`src/rtl/mps_regs.vh`:
```
// constants for the multi-parameter sort handler output block
// assumes a 250 MHz clock and a 32-bit register port with byte offsets
`ifndef MPS_REGS_VH
`define MPS_REGS_VH

// ****************************************
// register offsets
// ****************************************
`define MPS_ADDR_CTRL 8'h00
`define MPS_ADDR_STATUS 8'h04
`define MPS_ADDR_MASK 8'h08
`define MPS_ADDR_NOMINAL 8'h0C
`define MPS_ADDR_PULSE 8'h10
`define MPS_ADDR_STATE 8'h14
// limit pairs: low at base + 8*i, high at base + 8*i + 4
`define MPS_LIM_SEL_MSB 7
`define MPS_LIM_SEL_LSB 5
`define MPS_LIM_SEL_VAL 3'h1
`define MPS_LIM_IDX_MSB 4
`define MPS_LIM_IDX_LSB 3
`define MPS_LIM_HI_BIT 2

// ****************************************
// control fields
// ****************************************
`define MPS_CTRL_BEH_MSB 1
`define MPS_CTRL_BEH_LSB 0
`define MPS_CTRL_ABS_BIT 2
`define MPS_CTRL_AUX_BIT 3
`define MPS_CTRL_COMP_BIT 4
`define MPS_CTRL_CNT_MSB 6
`define MPS_CTRL_CNT_LSB 5
`define MPS_CTRL_RESET 7'h74
`define MPS_CTRL_WIDTH 7
`define MPS_PULSE_RESET 16'h0001

// sort port behaviours
`define MPS_BEH_CLEAR 2'h0
`define MPS_BEH_HOLD 2'h1
`define MPS_BEH_PULSE 2'h2

// ****************************************
// status and interrupt bits
// ****************************************
`define MPS_ST_CONV 0
`define MPS_ST_MEAS 1
`define MPS_ST_FAIL 2
`define MPS_ST_NOM 3
`define MPS_ST_WIDTH 4

// ****************************************
// timing
// ****************************************
`define MPS_CLK_MHZ 250
`define MPS_COMPARE_TIME_US 4500
`define MPS_COMPARE_CYCLES (`MPS_COMPARE_TIME_US * `MPS_CLK_MHZ)
`define MPS_PULSE_UNIT_US 1000
`define MPS_PULSE_UNIT_CYCLES (`MPS_PULSE_UNIT_US * `MPS_CLK_MHZ)

`endif

```
`src/rtl/mps_handler_out.v`:
```
// handler port output logic for multi-parameter sorting
// assumes the analog engine runs on ref_clk and pulses adc_done once per
// start, with the four parameter values valid in that same cycle
//
// Decided for this implementation: the address map and strobed register access.
`timescale 1ns/1ps
`include "mps_regs.vh"

// Behaviour
// [RULE1] fail line asserts when any compared parameter is out of limits
// [RULE2] conversion-done strobe asserts as soon as the conversion ends
// [RULE3] measurement-done strobe asserts only after the whole cycle ends
// [RULE4] sort port behaves as clear, hold or pulse by configuration
// [RULE5] aux enabled and only secondary fails: aux bin, no fail line
// [RULE6] deviation mode compares against stored nominal, which must be set
// [RULE7] one active-low out-of-limit line per each of four parameters
// [RULE8] results only valid once measurement-done strobe is asserted
// [RULE9] about 4.5 ms compare time after conversion before results final
module mps_handler_out #(
	parameter COMPARE_CYCLES = `MPS_COMPARE_CYCLES,
	parameter PULSE_UNIT_CYCLES = `MPS_PULSE_UNIT_CYCLES
) (
	input wire ref_clk,
	input wire rst,
	input wire [7:0] reg_addr,
	input wire [31:0] reg_wdata,
	input wire reg_wr,
	input wire reg_rd,
	output reg [31:0] reg_rdata,
	input wire handler_trigger_n,
	output reg meas_start,
	input wire adc_done,
	input wire [31:0] param_one_value,
	input wire [31:0] param_two_value,
	input wire [31:0] param_three_value,
	input wire [31:0] param_four_value,
	output reg param_one_fail_n,
	output reg param_two_fail_n,
	output reg param_three_fail_n,
	output reg param_four_fail_n,
	output reg fail_n,
	output reg aux_bin_n,
	output reg conversion_done_n,
	output reg measurement_done_n,
	output reg irq
);

	// ****************************************
	// local constants
	// ****************************************
	localparam [1:0] ST_IDLE = 2'h0;
	localparam [1:0] ST_CONV = 2'h1;
	localparam [1:0] ST_COMP = 2'h2;
	localparam [31:0] CMP_LAST = COMPARE_CYCLES - 1;
	localparam [31:0] UNIT_LAST = PULSE_UNIT_CYCLES - 1;

	// ****************************************
	// declarations
	// ****************************************
	reg [`MPS_CTRL_WIDTH-1:0] ctrl_reg;
	reg [`MPS_ST_WIDTH-1:0] status_reg;
	reg [`MPS_ST_WIDTH-1:0] status_next;
	reg [`MPS_ST_WIDTH-1:0] mask_reg;
	reg [31:0] nominal_reg;
	reg nom_set_reg;
	reg [15:0] pulse_reg;
	reg [31:0] lim_lo [0:3];
	reg [31:0] lim_hi [0:3];
	reg [127:0] value_reg;
	reg [1:0] state_reg;
	reg [31:0] cnt_reg;
	reg [31:0] unit_reg;
	reg [15:0] pulse_left_reg;
	reg pulse_on_reg;
	reg trig_meta_reg;
	reg trig_sync_reg;
	reg trig_prev_reg;
	reg [3:0] result_reg;
	wire [1:0] beh;
	wire abs_mode;
	wire aux_en;
	wire comp_en;
	wire [1:0] cnt_sel;
	wire trig_fall;
	wire cmp_end;
	wire [3:0] oor;
	wire any_fail;
	wire aux_case;
	wire nom_missing;
	wire [`MPS_ST_WIDTH-1:0] events;
	wire lim_hit;
	wire [1:0] lim_idx;
	wire [31:0] st_word;
	reg [31:0] rd_next;
	integer k;

	assign beh = ctrl_reg[`MPS_CTRL_BEH_MSB:`MPS_CTRL_BEH_LSB];
	assign abs_mode = ctrl_reg[`MPS_CTRL_ABS_BIT];
	assign aux_en = ctrl_reg[`MPS_CTRL_AUX_BIT];
	assign comp_en = ctrl_reg[`MPS_CTRL_COMP_BIT];
	assign cnt_sel = ctrl_reg[`MPS_CTRL_CNT_MSB:`MPS_CTRL_CNT_LSB];
	assign lim_hit = reg_addr[`MPS_LIM_SEL_MSB:`MPS_LIM_SEL_LSB] ==
		`MPS_LIM_SEL_VAL;
	assign lim_idx = reg_addr[`MPS_LIM_IDX_MSB:`MPS_LIM_IDX_LSB];

	// ****************************************
	// trigger pin synchroniser and edge
	// ****************************************
	// two flops before the edge detector reads the pin
	always @(posedge ref_clk or posedge rst) begin
		if (rst) begin
			trig_meta_reg <= 1'b1;
			trig_sync_reg <= 1'b1;
			trig_prev_reg <= 1'b1;
		end else begin
			trig_meta_reg <= handler_trigger_n;
			trig_sync_reg <= trig_meta_reg;
			trig_prev_reg <= trig_sync_reg;
		end
	end
	assign trig_fall = trig_prev_reg & ~trig_sync_reg;

	// ****************************************
	// limit comparison, one lane per parameter
	// ****************************************
	// lane one compares its deviation from nominal in deviation mode
	genvar g;
	generate
		for (g = 0; g < 4; g = g + 1) begin : g_cmp
			wire [31:0] raw = value_reg[32*g+:32];
			wire [31:0] dev = (g == 0 && !abs_mode) ?
				raw - nominal_reg : raw; // [RULE6]
			wire used = (g <= cnt_sel) && comp_en;
			assign oor[g] = used &&
				(($signed(dev) < $signed(lim_lo[g])) ||
				($signed(dev) > $signed(lim_hi[g])) ||
				(g == 0 && nom_missing)); // [RULE7]
		end
	endgenerate
	// comparing without a nominal is meaningless, so it counts as failing
	assign nom_missing = !abs_mode && !nom_set_reg; // [RULE6]
	assign any_fail = |oor; // [RULE1]
	assign aux_case = aux_en && (oor == 4'h2); // [RULE5]

	// ****************************************
	// measurement sequence
	// ****************************************
	assign cmp_end = (state_reg == ST_COMP) && (cnt_reg == CMP_LAST);

	// trigger starts a conversion; compare time runs after adc_done
	always @(posedge ref_clk or posedge rst) begin
		if (rst) begin
			state_reg <= ST_IDLE;
			cnt_reg <= 32'h00000000;
			value_reg <= 128'h0;
			meas_start <= 1'b0;
			conversion_done_n <= 1'b1;
			measurement_done_n <= 1'b1;
		end else begin
			meas_start <= 1'b0;
			case (state_reg)
			ST_IDLE: begin
				if (trig_fall) begin
					meas_start <= 1'b1;
					conversion_done_n <= 1'b1;
					measurement_done_n <= 1'b1;
					state_reg <= ST_CONV;
				end
			end
			ST_CONV: begin
				if (adc_done) begin
					value_reg <= {param_four_value, param_three_value,
						param_two_value, param_one_value};
					conversion_done_n <= 1'b0; // [RULE2]
					cnt_reg <= 32'h00000000;
					state_reg <= ST_COMP;
				end
			end
			ST_COMP: begin
				cnt_reg <= cnt_reg + 32'h00000001; // [RULE9]
				if (cmp_end) begin
					measurement_done_n <= 1'b0; // [RULE3]
					state_reg <= ST_IDLE;
				end
			end
			default: begin
				state_reg <= ST_IDLE;
			end
			endcase
		end
	end

	// ****************************************
	// sorting port lines
	// ****************************************
	// results update together with measurement-done, never before
	always @(posedge ref_clk or posedge rst) begin
		if (rst) begin
			result_reg <= 4'h0;
			param_one_fail_n <= 1'b1;
			param_two_fail_n <= 1'b1;
			param_three_fail_n <= 1'b1;
			param_four_fail_n <= 1'b1;
			fail_n <= 1'b1;
			aux_bin_n <= 1'b1;
			pulse_on_reg <= 1'b0;
			pulse_left_reg <= 16'h0000;
			unit_reg <= 32'h00000000;
		end else if (cmp_end) begin
			result_reg <= {aux_case, any_fail & ~aux_case, oor[1], oor[0]};
			param_one_fail_n <= ~oor[0]; // [RULE7] [RULE8]
			param_two_fail_n <= ~oor[1]; // [RULE7]
			param_three_fail_n <= ~oor[2]; // [RULE7]
			param_four_fail_n <= ~oor[3]; // [RULE7]
			fail_n <= ~(any_fail & ~aux_case); // [RULE1] [RULE5]
			aux_bin_n <= ~aux_case; // [RULE5]
			pulse_on_reg <= (beh == `MPS_BEH_PULSE); // [RULE4]
			pulse_left_reg <= (pulse_reg == 16'h0000) ? 16'h0001 : pulse_reg;
			unit_reg <= 32'h00000000;
		end else if (trig_fall && state_reg == ST_IDLE &&
			beh == `MPS_BEH_CLEAR) begin
			// clear mode drops the lines at every new start
			param_one_fail_n <= 1'b1; // [RULE4]
			param_two_fail_n <= 1'b1;
			param_three_fail_n <= 1'b1;
			param_four_fail_n <= 1'b1;
			fail_n <= 1'b1;
			aux_bin_n <= 1'b1;
			pulse_on_reg <= 1'b0;
		end else if (pulse_on_reg) begin
			// pulse mode releases the lines after the set width in units
			if (unit_reg == UNIT_LAST) begin
				unit_reg <= 32'h00000000;
				pulse_left_reg <= pulse_left_reg - 16'h0001;
				if (pulse_left_reg == 16'h0001) begin
					pulse_on_reg <= 1'b0;
					param_one_fail_n <= 1'b1; // [RULE4]
					param_two_fail_n <= 1'b1;
					param_three_fail_n <= 1'b1;
					param_four_fail_n <= 1'b1;
					fail_n <= 1'b1;
					aux_bin_n <= 1'b1;
				end
			end else begin
				unit_reg <= unit_reg + 32'h00000001;
			end
		end
	end

	// ****************************************
	// register writes and interrupt
	// ****************************************
	assign events = {cmp_end & nom_missing, cmp_end & any_fail & ~aux_case,
		cmp_end, state_reg == ST_CONV && adc_done};

	// new events win over a write-one-to-clear in the same cycle
	always @* begin
		status_next = status_reg;
		if (reg_wr && reg_addr == `MPS_ADDR_STATUS)
			status_next = status_reg & ~reg_wdata[`MPS_ST_WIDTH-1:0];
		status_next = status_next | events;
	end

	always @(posedge ref_clk or posedge rst) begin
		if (rst) begin
			ctrl_reg <= `MPS_CTRL_RESET;
			status_reg <= 4'h0;
			mask_reg <= 4'h0;
			nominal_reg <= 32'h00000000;
			nom_set_reg <= 1'b0;
			pulse_reg <= `MPS_PULSE_RESET;
			irq <= 1'b0;
			for (k = 0; k < 4; k = k + 1) begin
				lim_lo[k] <= 32'h00000000;
				lim_hi[k] <= 32'h00000000;
			end
		end else begin
			status_reg <= status_next;
			irq <= |(status_next & mask_reg);
			if (reg_wr) begin
				if (reg_addr == `MPS_ADDR_CTRL)
					ctrl_reg <= reg_wdata[`MPS_CTRL_WIDTH-1:0];
				if (reg_addr == `MPS_ADDR_MASK)
					mask_reg <= reg_wdata[`MPS_ST_WIDTH-1:0];
				if (reg_addr == `MPS_ADDR_NOMINAL) begin
					nominal_reg <= reg_wdata;
					nom_set_reg <= 1'b1; // [RULE6]
				end
				if (reg_addr == `MPS_ADDR_PULSE)
					pulse_reg <= reg_wdata[15:0];
				if (lim_hit && reg_addr[`MPS_LIM_HI_BIT])
					lim_hi[lim_idx] <= reg_wdata;
				if (lim_hit && !reg_addr[`MPS_LIM_HI_BIT])
					lim_lo[lim_idx] <= reg_wdata;
			end
		end
	end

	// ****************************************
	// register reads
	// ****************************************
	assign st_word = {24'h0, nom_set_reg, ~measurement_done_n,
		~conversion_done_n, result_reg, state_reg != ST_IDLE};

	// data stand in the cycle after the read strobe only
	always @* begin
		rd_next = 32'h00000000;
		if (lim_hit && reg_addr[`MPS_LIM_HI_BIT])
			rd_next = lim_hi[lim_idx];
		else if (lim_hit)
			rd_next = lim_lo[lim_idx];
		else begin
			case (reg_addr)
			`MPS_ADDR_CTRL: rd_next = {25'h0, ctrl_reg};
			`MPS_ADDR_STATUS: rd_next = {28'h0, status_reg};
			`MPS_ADDR_MASK: rd_next = {28'h0, mask_reg};
			`MPS_ADDR_NOMINAL: rd_next = nominal_reg;
			`MPS_ADDR_PULSE: rd_next = {16'h0, pulse_reg};
			`MPS_ADDR_STATE: rd_next = st_word;
			default: rd_next = 32'h00000000;
			endcase
		end
	end

	always @(posedge ref_clk or posedge rst) begin
		if (rst)
			reg_rdata <= 32'h00000000;
		else if (reg_rd)
			reg_rdata <= rd_next;
		else
			reg_rdata <= 32'h00000000;
	end

endmodule // mps_handler_out

```
`config.mk`:
```
export PLATFORM = sky130hd
export DESIGN_NAME = mps_handler_out
export DESIGN_NICKNAME = d
export VERILOG_FILES = /design/src/rtl/mps_handler_out.v
export VERILOG_INCLUDE_DIRS = /design/src /design/src/rtl
export SDC_FILE = /design/constraint.sdc
export NUM_CORES = 2
export LEC_CHECK = 0
export BUFFER_PORTS_ARGS = -buffer_cell sky130_fd_sc_hd__buf_2
export CELL_PAD_IN_SITES_DETAIL_PLACEMENT = 1
export CELL_PAD_IN_SITES_GLOBAL_PLACEMENT = 1
export CORE_MARGIN = 2
export CORE_UTILIZATION = 34
export CTS_BUF_LIST = sky130_fd_sc_hd__clkbuf_16
export DETAILED_ROUTE_END_ITERATION = 16
export PLACE_DENSITY = 0.62
export SKIP_LAST_GASP = 1
export SYNTH_ARGS = -nofsm -noshare
export SYNTH_HDL_FRONTEND = slang
export SYNTH_SLANG_ARGS = --single-unit
```
`constraint.sdc`:
```
create_clock -name ref_clk -period 20.8 [get_ports ref_clk]
set_clock_uncertainty 0.1 [all_clocks]
set_input_delay 4.16 -clock ref_clk [delete_from_list [all_inputs] [get_ports ref_clk]]
set_output_delay 4.16 -clock ref_clk [all_outputs]
set_load 0.01 [all_outputs]
```
== After elaboration in Yosys (flattened, before gate mapping) ==
Cells that the tools add are included.

* Flip-flop bits (word level): 580
* Bits of input ports: 174
* Output and inout port bits: 42
* Logic and storage cells: 195

* Add/subtract/negate cells: 4
* $lt $le $gt $ge: 13
* Equal/unequal tests: 17
* Mux-type cells: 53
* Bitwise operators: 19
* Reductions and logical operators: 54

{| class="wikitable"
|+ Operators by type and width
! operator !! count
|-
| 2-to-1 mux 32 bit || 14
|-
| bitwise mux 128 bit || 2
|-
| one-hot mux 32 bit (6 select lines) || 1
|-
| binary-select mux 32 bit (select 2 bit) || 2
|-
| > comparator 32 bit || 4
|-
| < comparator 32 bit || 4
|-
| 2-to-1 mux 16 bit || 5
|-
| adder 32 x 1 -> 32 bit (second input constant) || 2
|-
| demux 32 bit (select 2 bit) || 1
|-
| one-hot mux 32 bit (2 select lines) || 1
|-
| == test 32 x 18 -> 1 bit (second input constant) || 1
|-
| == test 32 x 21 -> 1 bit (second input constant) || 1
|-
| subtractor 32 bit || 1
|-
| 2-to-1 mux 1 bit || 20
|-
| AND reduction 2 bit || 9
|-
| logical AND 1 bit || 17
|-
| == test 16 x 1 -> 1 bit (second input constant) || 1
|-
| == test 8 x 4 -> 1 bit (second input constant) || 2
|-
| == test 8 x 5 -> 1 bit (second input constant) || 2
|-
| logical NOT 16 bit || 1
|-
| subtractor 16 x 1 -> 16 bit (second input constant) || 1
|-
| AND reduction 3 bit || 5
|-
| nonzero test 2 bit || 6
|-
| NOT 1 bit || 9
|-
| 25 further kinds || 48
|}

== Longest topological paths before layout ==
* Word-level depth: 13
* Mapped depth: 23
* Mapped depth without buffers: 23

== Worst setup path before layout ==
Ideal clock, no wire load.

* Kind: input to register
* From: in reg_addr[3]
* To: reg reg_rdata[1]
* Library setup time: 129 ps
* Data arrival time: 6314 ps
* Required time: 20571 ps
* Path slack: 14258 ps
* Stages on the path: 7
* Path buffers: 3
* Cells stage by stage: clkbuf_1 -> clkbuf_1 -> buf_1 -> mux4_2 -> mux2_2 -> o21ai_0 -> a21oi_1

* Cells in the longest elaborated chain, start to end: 7
* Elaborated cells on any way between the ends: 17
* Classes of those cells: eq/ne (5); mux (10); bitwise (1); reduce/logical (1)

{| class="wikitable"
|+ Ends and longest elaborated chain
! what !! RTL line !! text
|-
| start, declared || mps_handler_out.v:25 || <nowiki>input wire [7:0] reg_addr,</nowiki>
|-
| branches (longest 5 deep; another with one-hot mux 32 bit (6 select lines)) || - ||
|-
| 2-to-1 mux 32 bit * || mps_handler_out.v:308 || <nowiki>if (lim_hit && reg_addr[`MPS_LIM_HI_BIT])</nowiki>
|-
| 2-to-1 mux 32 bit * || mps_handler_out.v:328 || <nowiki>else if (reg_rd)</nowiki>
|-
| end signal, assigned || mps_handler_out.v:329 || <nowiki>reg_rdata <= rd_next;</nowiki>
|-
| end, declared || mps_handler_out.v:29 || <nowiki>output reg [31:0] reg_rdata,</nowiki>
|}

Mark *: on every way between the ends. The select of a mux whose other input is x is not followed.
A chain may end at the register's enable or synchronous reset.

== Worst setup path in the final report ==
* From: reg value_reg[0]
* To: reg irq

* Cells in the longest elaborated chain, start to end: 13
* Elaborated cells on any way between the ends: 16
* Classes of those cells: add/sub (1); order compare (2); eq/ne (1); mux (1); bitwise (5); reduce/logical (6)

{| class="wikitable"
|+ Ends and longest elaborated chain
! what !! RTL line !! text
|-
| start, declared || mps_handler_out.v:69 || <nowiki>reg [127:0] value_reg;</nowiki>
|-
| start signal, assigned || mps_handler_out.v:172 || <nowiki>value_reg <= {param_four_value, param_three_value,</nowiki>
|-
| subtractor 32 bit || mps_handler_out.v:132 || <nowiki>raw - nominal_reg : raw;</nowiki>
|-
| 2-to-1 mux 32 bit * || mps_handler_out.v:131 || <nowiki>wire [31:0] dev = (g == 0 && !abs_mode) ?</nowiki>
|-
| < comparator 32 bit or > comparator 32 bit (tied branches) || mps_handler_out.v:135, mps_handler_out.v:136 ||
|-
| logical OR 1 bit * || mps_handler_out.v:135 || <nowiki>(($signed(dev) < $signed(lim_lo[g])) ||</nowiki>
|-
| logical OR 1 bit * || mps_handler_out.v:136 || <nowiki>($signed(dev) > $signed(lim_hi[g])) ||</nowiki>
|-
| logical AND 1 bit * || mps_handler_out.v:134 || <nowiki>assign oor[g] = used &&</nowiki>
|-
| == test 4 x 2 -> 1 bit || mps_handler_out.v:143 || <nowiki>assign aux_case = aux_en && (oor == 4'h2);</nowiki>
|-
| logical AND 1 bit || mps_handler_out.v:143 ||
|-
| NOT 1 bit || mps_handler_out.v:253 || <nowiki>assign events = {cmp_end & nom_missing, cmp_end & any_fail & ~aux_case,</nowiki>
|-
| AND 1 bit * || mps_handler_out.v:253 ||
|-
| OR 4 bit * || mps_handler_out.v:261 || <nowiki>status_next = status_next | events;</nowiki>
|-
| AND 4 bit * || mps_handler_out.v:279 || <nowiki>irq <= |(status_next & mask_reg);</nowiki>
|-
| OR reduction 4 bit * || mps_handler_out.v:279 ||
|-
| end signal, assigned || mps_handler_out.v:279 ||
|-
| end, declared || mps_handler_out.v:45 || <nowiki>output reg irq</nowiki>
|}

Every way passes the cells marked *; elsewhere a longest branch is shown, timed or not.

==> impl_metrics.yaml <==
job:
  maxCapViolCount: 0
placement:
  hpwl_um: 84210
  gp_congestion: 0.8558
  io_buffers: 215
synth:
  yosys_register_bits: 580
  synthTopCellsByArea: "dfrtp_1, mux2_2, ha_1"
  synth_edf_count: 0
  synth.largest_area_cell: "dfrtp_1"
  synth-async-reset-ratio: 1.000
  yosysTopAreaCellShare: 0.4234
  synthCells: 3152
  yosys_warnings: 0
  synth_cell_type_count: 75
  mappedNetlistNets: 3614
  syn_avg_cell_area_um2: 10.57
  ys.flop_type: "dfrtp_1"
  syn_area_mm2: 0.03333
  seq_area_frac_synth: 0.4360
cells_and_area:
  post-route-util: 0.3929
  nets: 3792
  fillCellCount: 10840
  mostFrequentLayoutCells: "dfrtp_1, mux2_2, inv_1, ha_1, nand2_1"
  final_layout_size_suffix_gt1_frac: 0.2438
  multi_input_area_mm2: 0.01711
  area_delta_synth_final_pct: 14.33
  seq_area_mm2: 0.01453
  final_common_cell: "dfrtp_1"
floorplan:
  rows: 114
  core_mm2: 0.09699
  dieArea_mm2: 0.1006
  initial_utilization: 0.3437
  die_x_um: 317.1
  die_h_um: 317.1
  num_io_pins: 216
timing:
  fmax_mhz: 141.2
  period_minus_slack_ps: 7083
  fin_crit_sh: 0.3405
  hold_viol: 0
  rsz0062_at_grt: "no"
  max_slew.worst_pin.slew_ps: 1011
  max_slew_margin: 0.3261
  slew_viol_final: 0
  setup_viol: 0
  tns_ps: 0
worst_setup_path:
  r2r-end: "irq"
  cp.required_ps: 21180
  r2r_setup_slack_ps: 13720
  path_max_fanout: 5
  endpoint_kind: "flip-flop"
  endpoint: "irq"
  crit_path_start_kind: "flip-flop"
  path_class: "reg2reg"
  crit_start: "value_reg[0]"
  reg2regPathDepth: 21
  reg2reg_from: "value_reg[0]"
  arrival_ps: 7460
global_routing:
  grt_pass1_wl_um: 165300
  grt_max_degree: 144
  antenna_found_initial: 12
  grt_use_total: 0.2197
  grt-ovfl-total: 0
  grt_pass1_vias: 25880
clock_tree:
  clockBufferDepth: 3
  cts_tree: "built"
  numCtsBuffers: 73
  clk_pin_slew_ps: 60
  ctsHoldBuffers: 0
  clk_latency_ps: 630
  ctsRootBufferMaster: "clkbuf_16"
  cts_max_level: 3
  post_cts_resized: 0
  cts_sinks: 580
  post-cts-setup-buffer-count: 0
outcome:
  status: "finished, final reports clean"
power:
  power_density_mw_per_mm2: 83.53
  p_leak_nw: 18.51
  ir_drop_v: 0.00005033
route:
  antenna_left: 0
  dr.first_iter.drc_count: 1609
  routed_wirelength_um: 109800
  wl_per_cell_um: 23.53
  vias_per_cell: 5.349
  num_vias: 24970
  firstDrtPassIters: 8
  route.detailed.drc: 0
hold_path:
  hold_class: "reg2reg"
==> cells in the mapped netlist (11+ instances only) <==
master / count
nand4_1: 50
inv_1: 312
dfstp_2: 16
a21oi_1: 162
o31ai_1: 14
a211oi_1: 21
mux2_2: 367
mux4_2: 65
nand2b_1: 11
nor3_1: 34
nand3_1: 75
or3_1: 13
xor2_1: 33
o211ai_1: 23
xnor2_1: 28
a21o_1: 29
nand2_1: 266
o21ai_0: 222
o21a_1: 15
and3_1: 25
ha_1: 287
clkbuf_1: 119
buf_1: 19
nor4_1: 19
mux2i_1: 26
nor2b_1: 45
dfrtp_1: 564
nor2_1: 133
==> power breakdown <==
part           internal [mW]  switching (mW)
sequential              1.22          0.0914
clock                  0.748           0.522
combinational          0.261           0.347
==> kinds of logic (layout without fill, tap and decap cells) <==
kind of cell,count (synthesis),after routing,synth area share
mux,458,458,0.1757
simple gates,728,728,0.1066
buf+inv,454,690,0.05154
compound gates,583,583,0.1058
flops,580,580,0.4360
fa+ha+maj,288,288,0.1083
xor+xnor,61,61,0.01603
other cells,0,4,0
==> per-stage QoR <==
| stage | std cells | setup WS [ps] | hold slack, ps | total power, mW | instance area (um^2) |
|---|---|---|---|---|---|
| floorplan | 3152 | 338.6 | 245.2 | 1.700 | 33330 |
| CTS | 4664 | 13630 | 265.0 | 3.222 | 38100 |
| detailed placement | 4531 | 13560 | 256.9 | 1.930 | 35740 |
| global placement | 4531 | 13620 | 247.2 | 1.911 | 35740 |
| finish | 4668 | 13720 | 263.0 | 3.183 | 38110 |
| global route | 4666 | 13220 | 266.1 | 3.346 | 38100 |
==> routing by layer <==
metal / track usage / share of wire / vias up
li1: - / - / 11600
met1: 0.3227 / 0.49 / 12720
met2: 0.3364 / 0.44 / 504
met5: 0 / 0.00024 / -
met4: 0.06253 / 0.025 / 4
met3: 0.03130 / 0.047 / 138
==> worst max-delay path, stage by stage, from the launching register on <==
cell	delay, ps
dfrtp_1	390
inv_1	60
ha_1	160
inv_1	60
fa_1	420
a211oi_1	390
o211ai_1	160
a221oi_1	530
o21a_1	330
o21ai_0	280
a311o_1	420
a31oi_1	210
xor2_1	180
o21ai_0	150
ha_1	350
nand4_1	170
nor4_1	880
nor3b_1	290
a211oi_1	120
a221o_1	540
a211oi_1	540
a31oi_1	190
==> worst min path at each step <==
| stage | from | end | cells past startpoint |
|---|---|---|---|
| after floorplan | trig_meta_reg | trig_sync_reg | 0 |
| after global placement | trig_meta_reg | trig_sync_reg | 0 |
| after detailed placement | trig_meta_reg | trig_sync_reg | 0 |
| after CTS | trig_meta_reg | trig_sync_reg | 0 |
| after global routing | trig_meta_reg | trig_sync_reg | 0 |
| final | trig_meta_reg | trig_sync_reg | 0 |
==> layout make-up <==
class	instances	area share
multi-input cells	2118	0.4490
flip-flops and latches	580	0.3814
clock buffers	76	0.04990
well taps	1276	0.04189
repair buffers	245	0.03454
inverters	312	0.03093
clock inverters	57	0.01212
diodes	4	0.0002627
No activity file was read; power rests on OpenSTA's default activity.
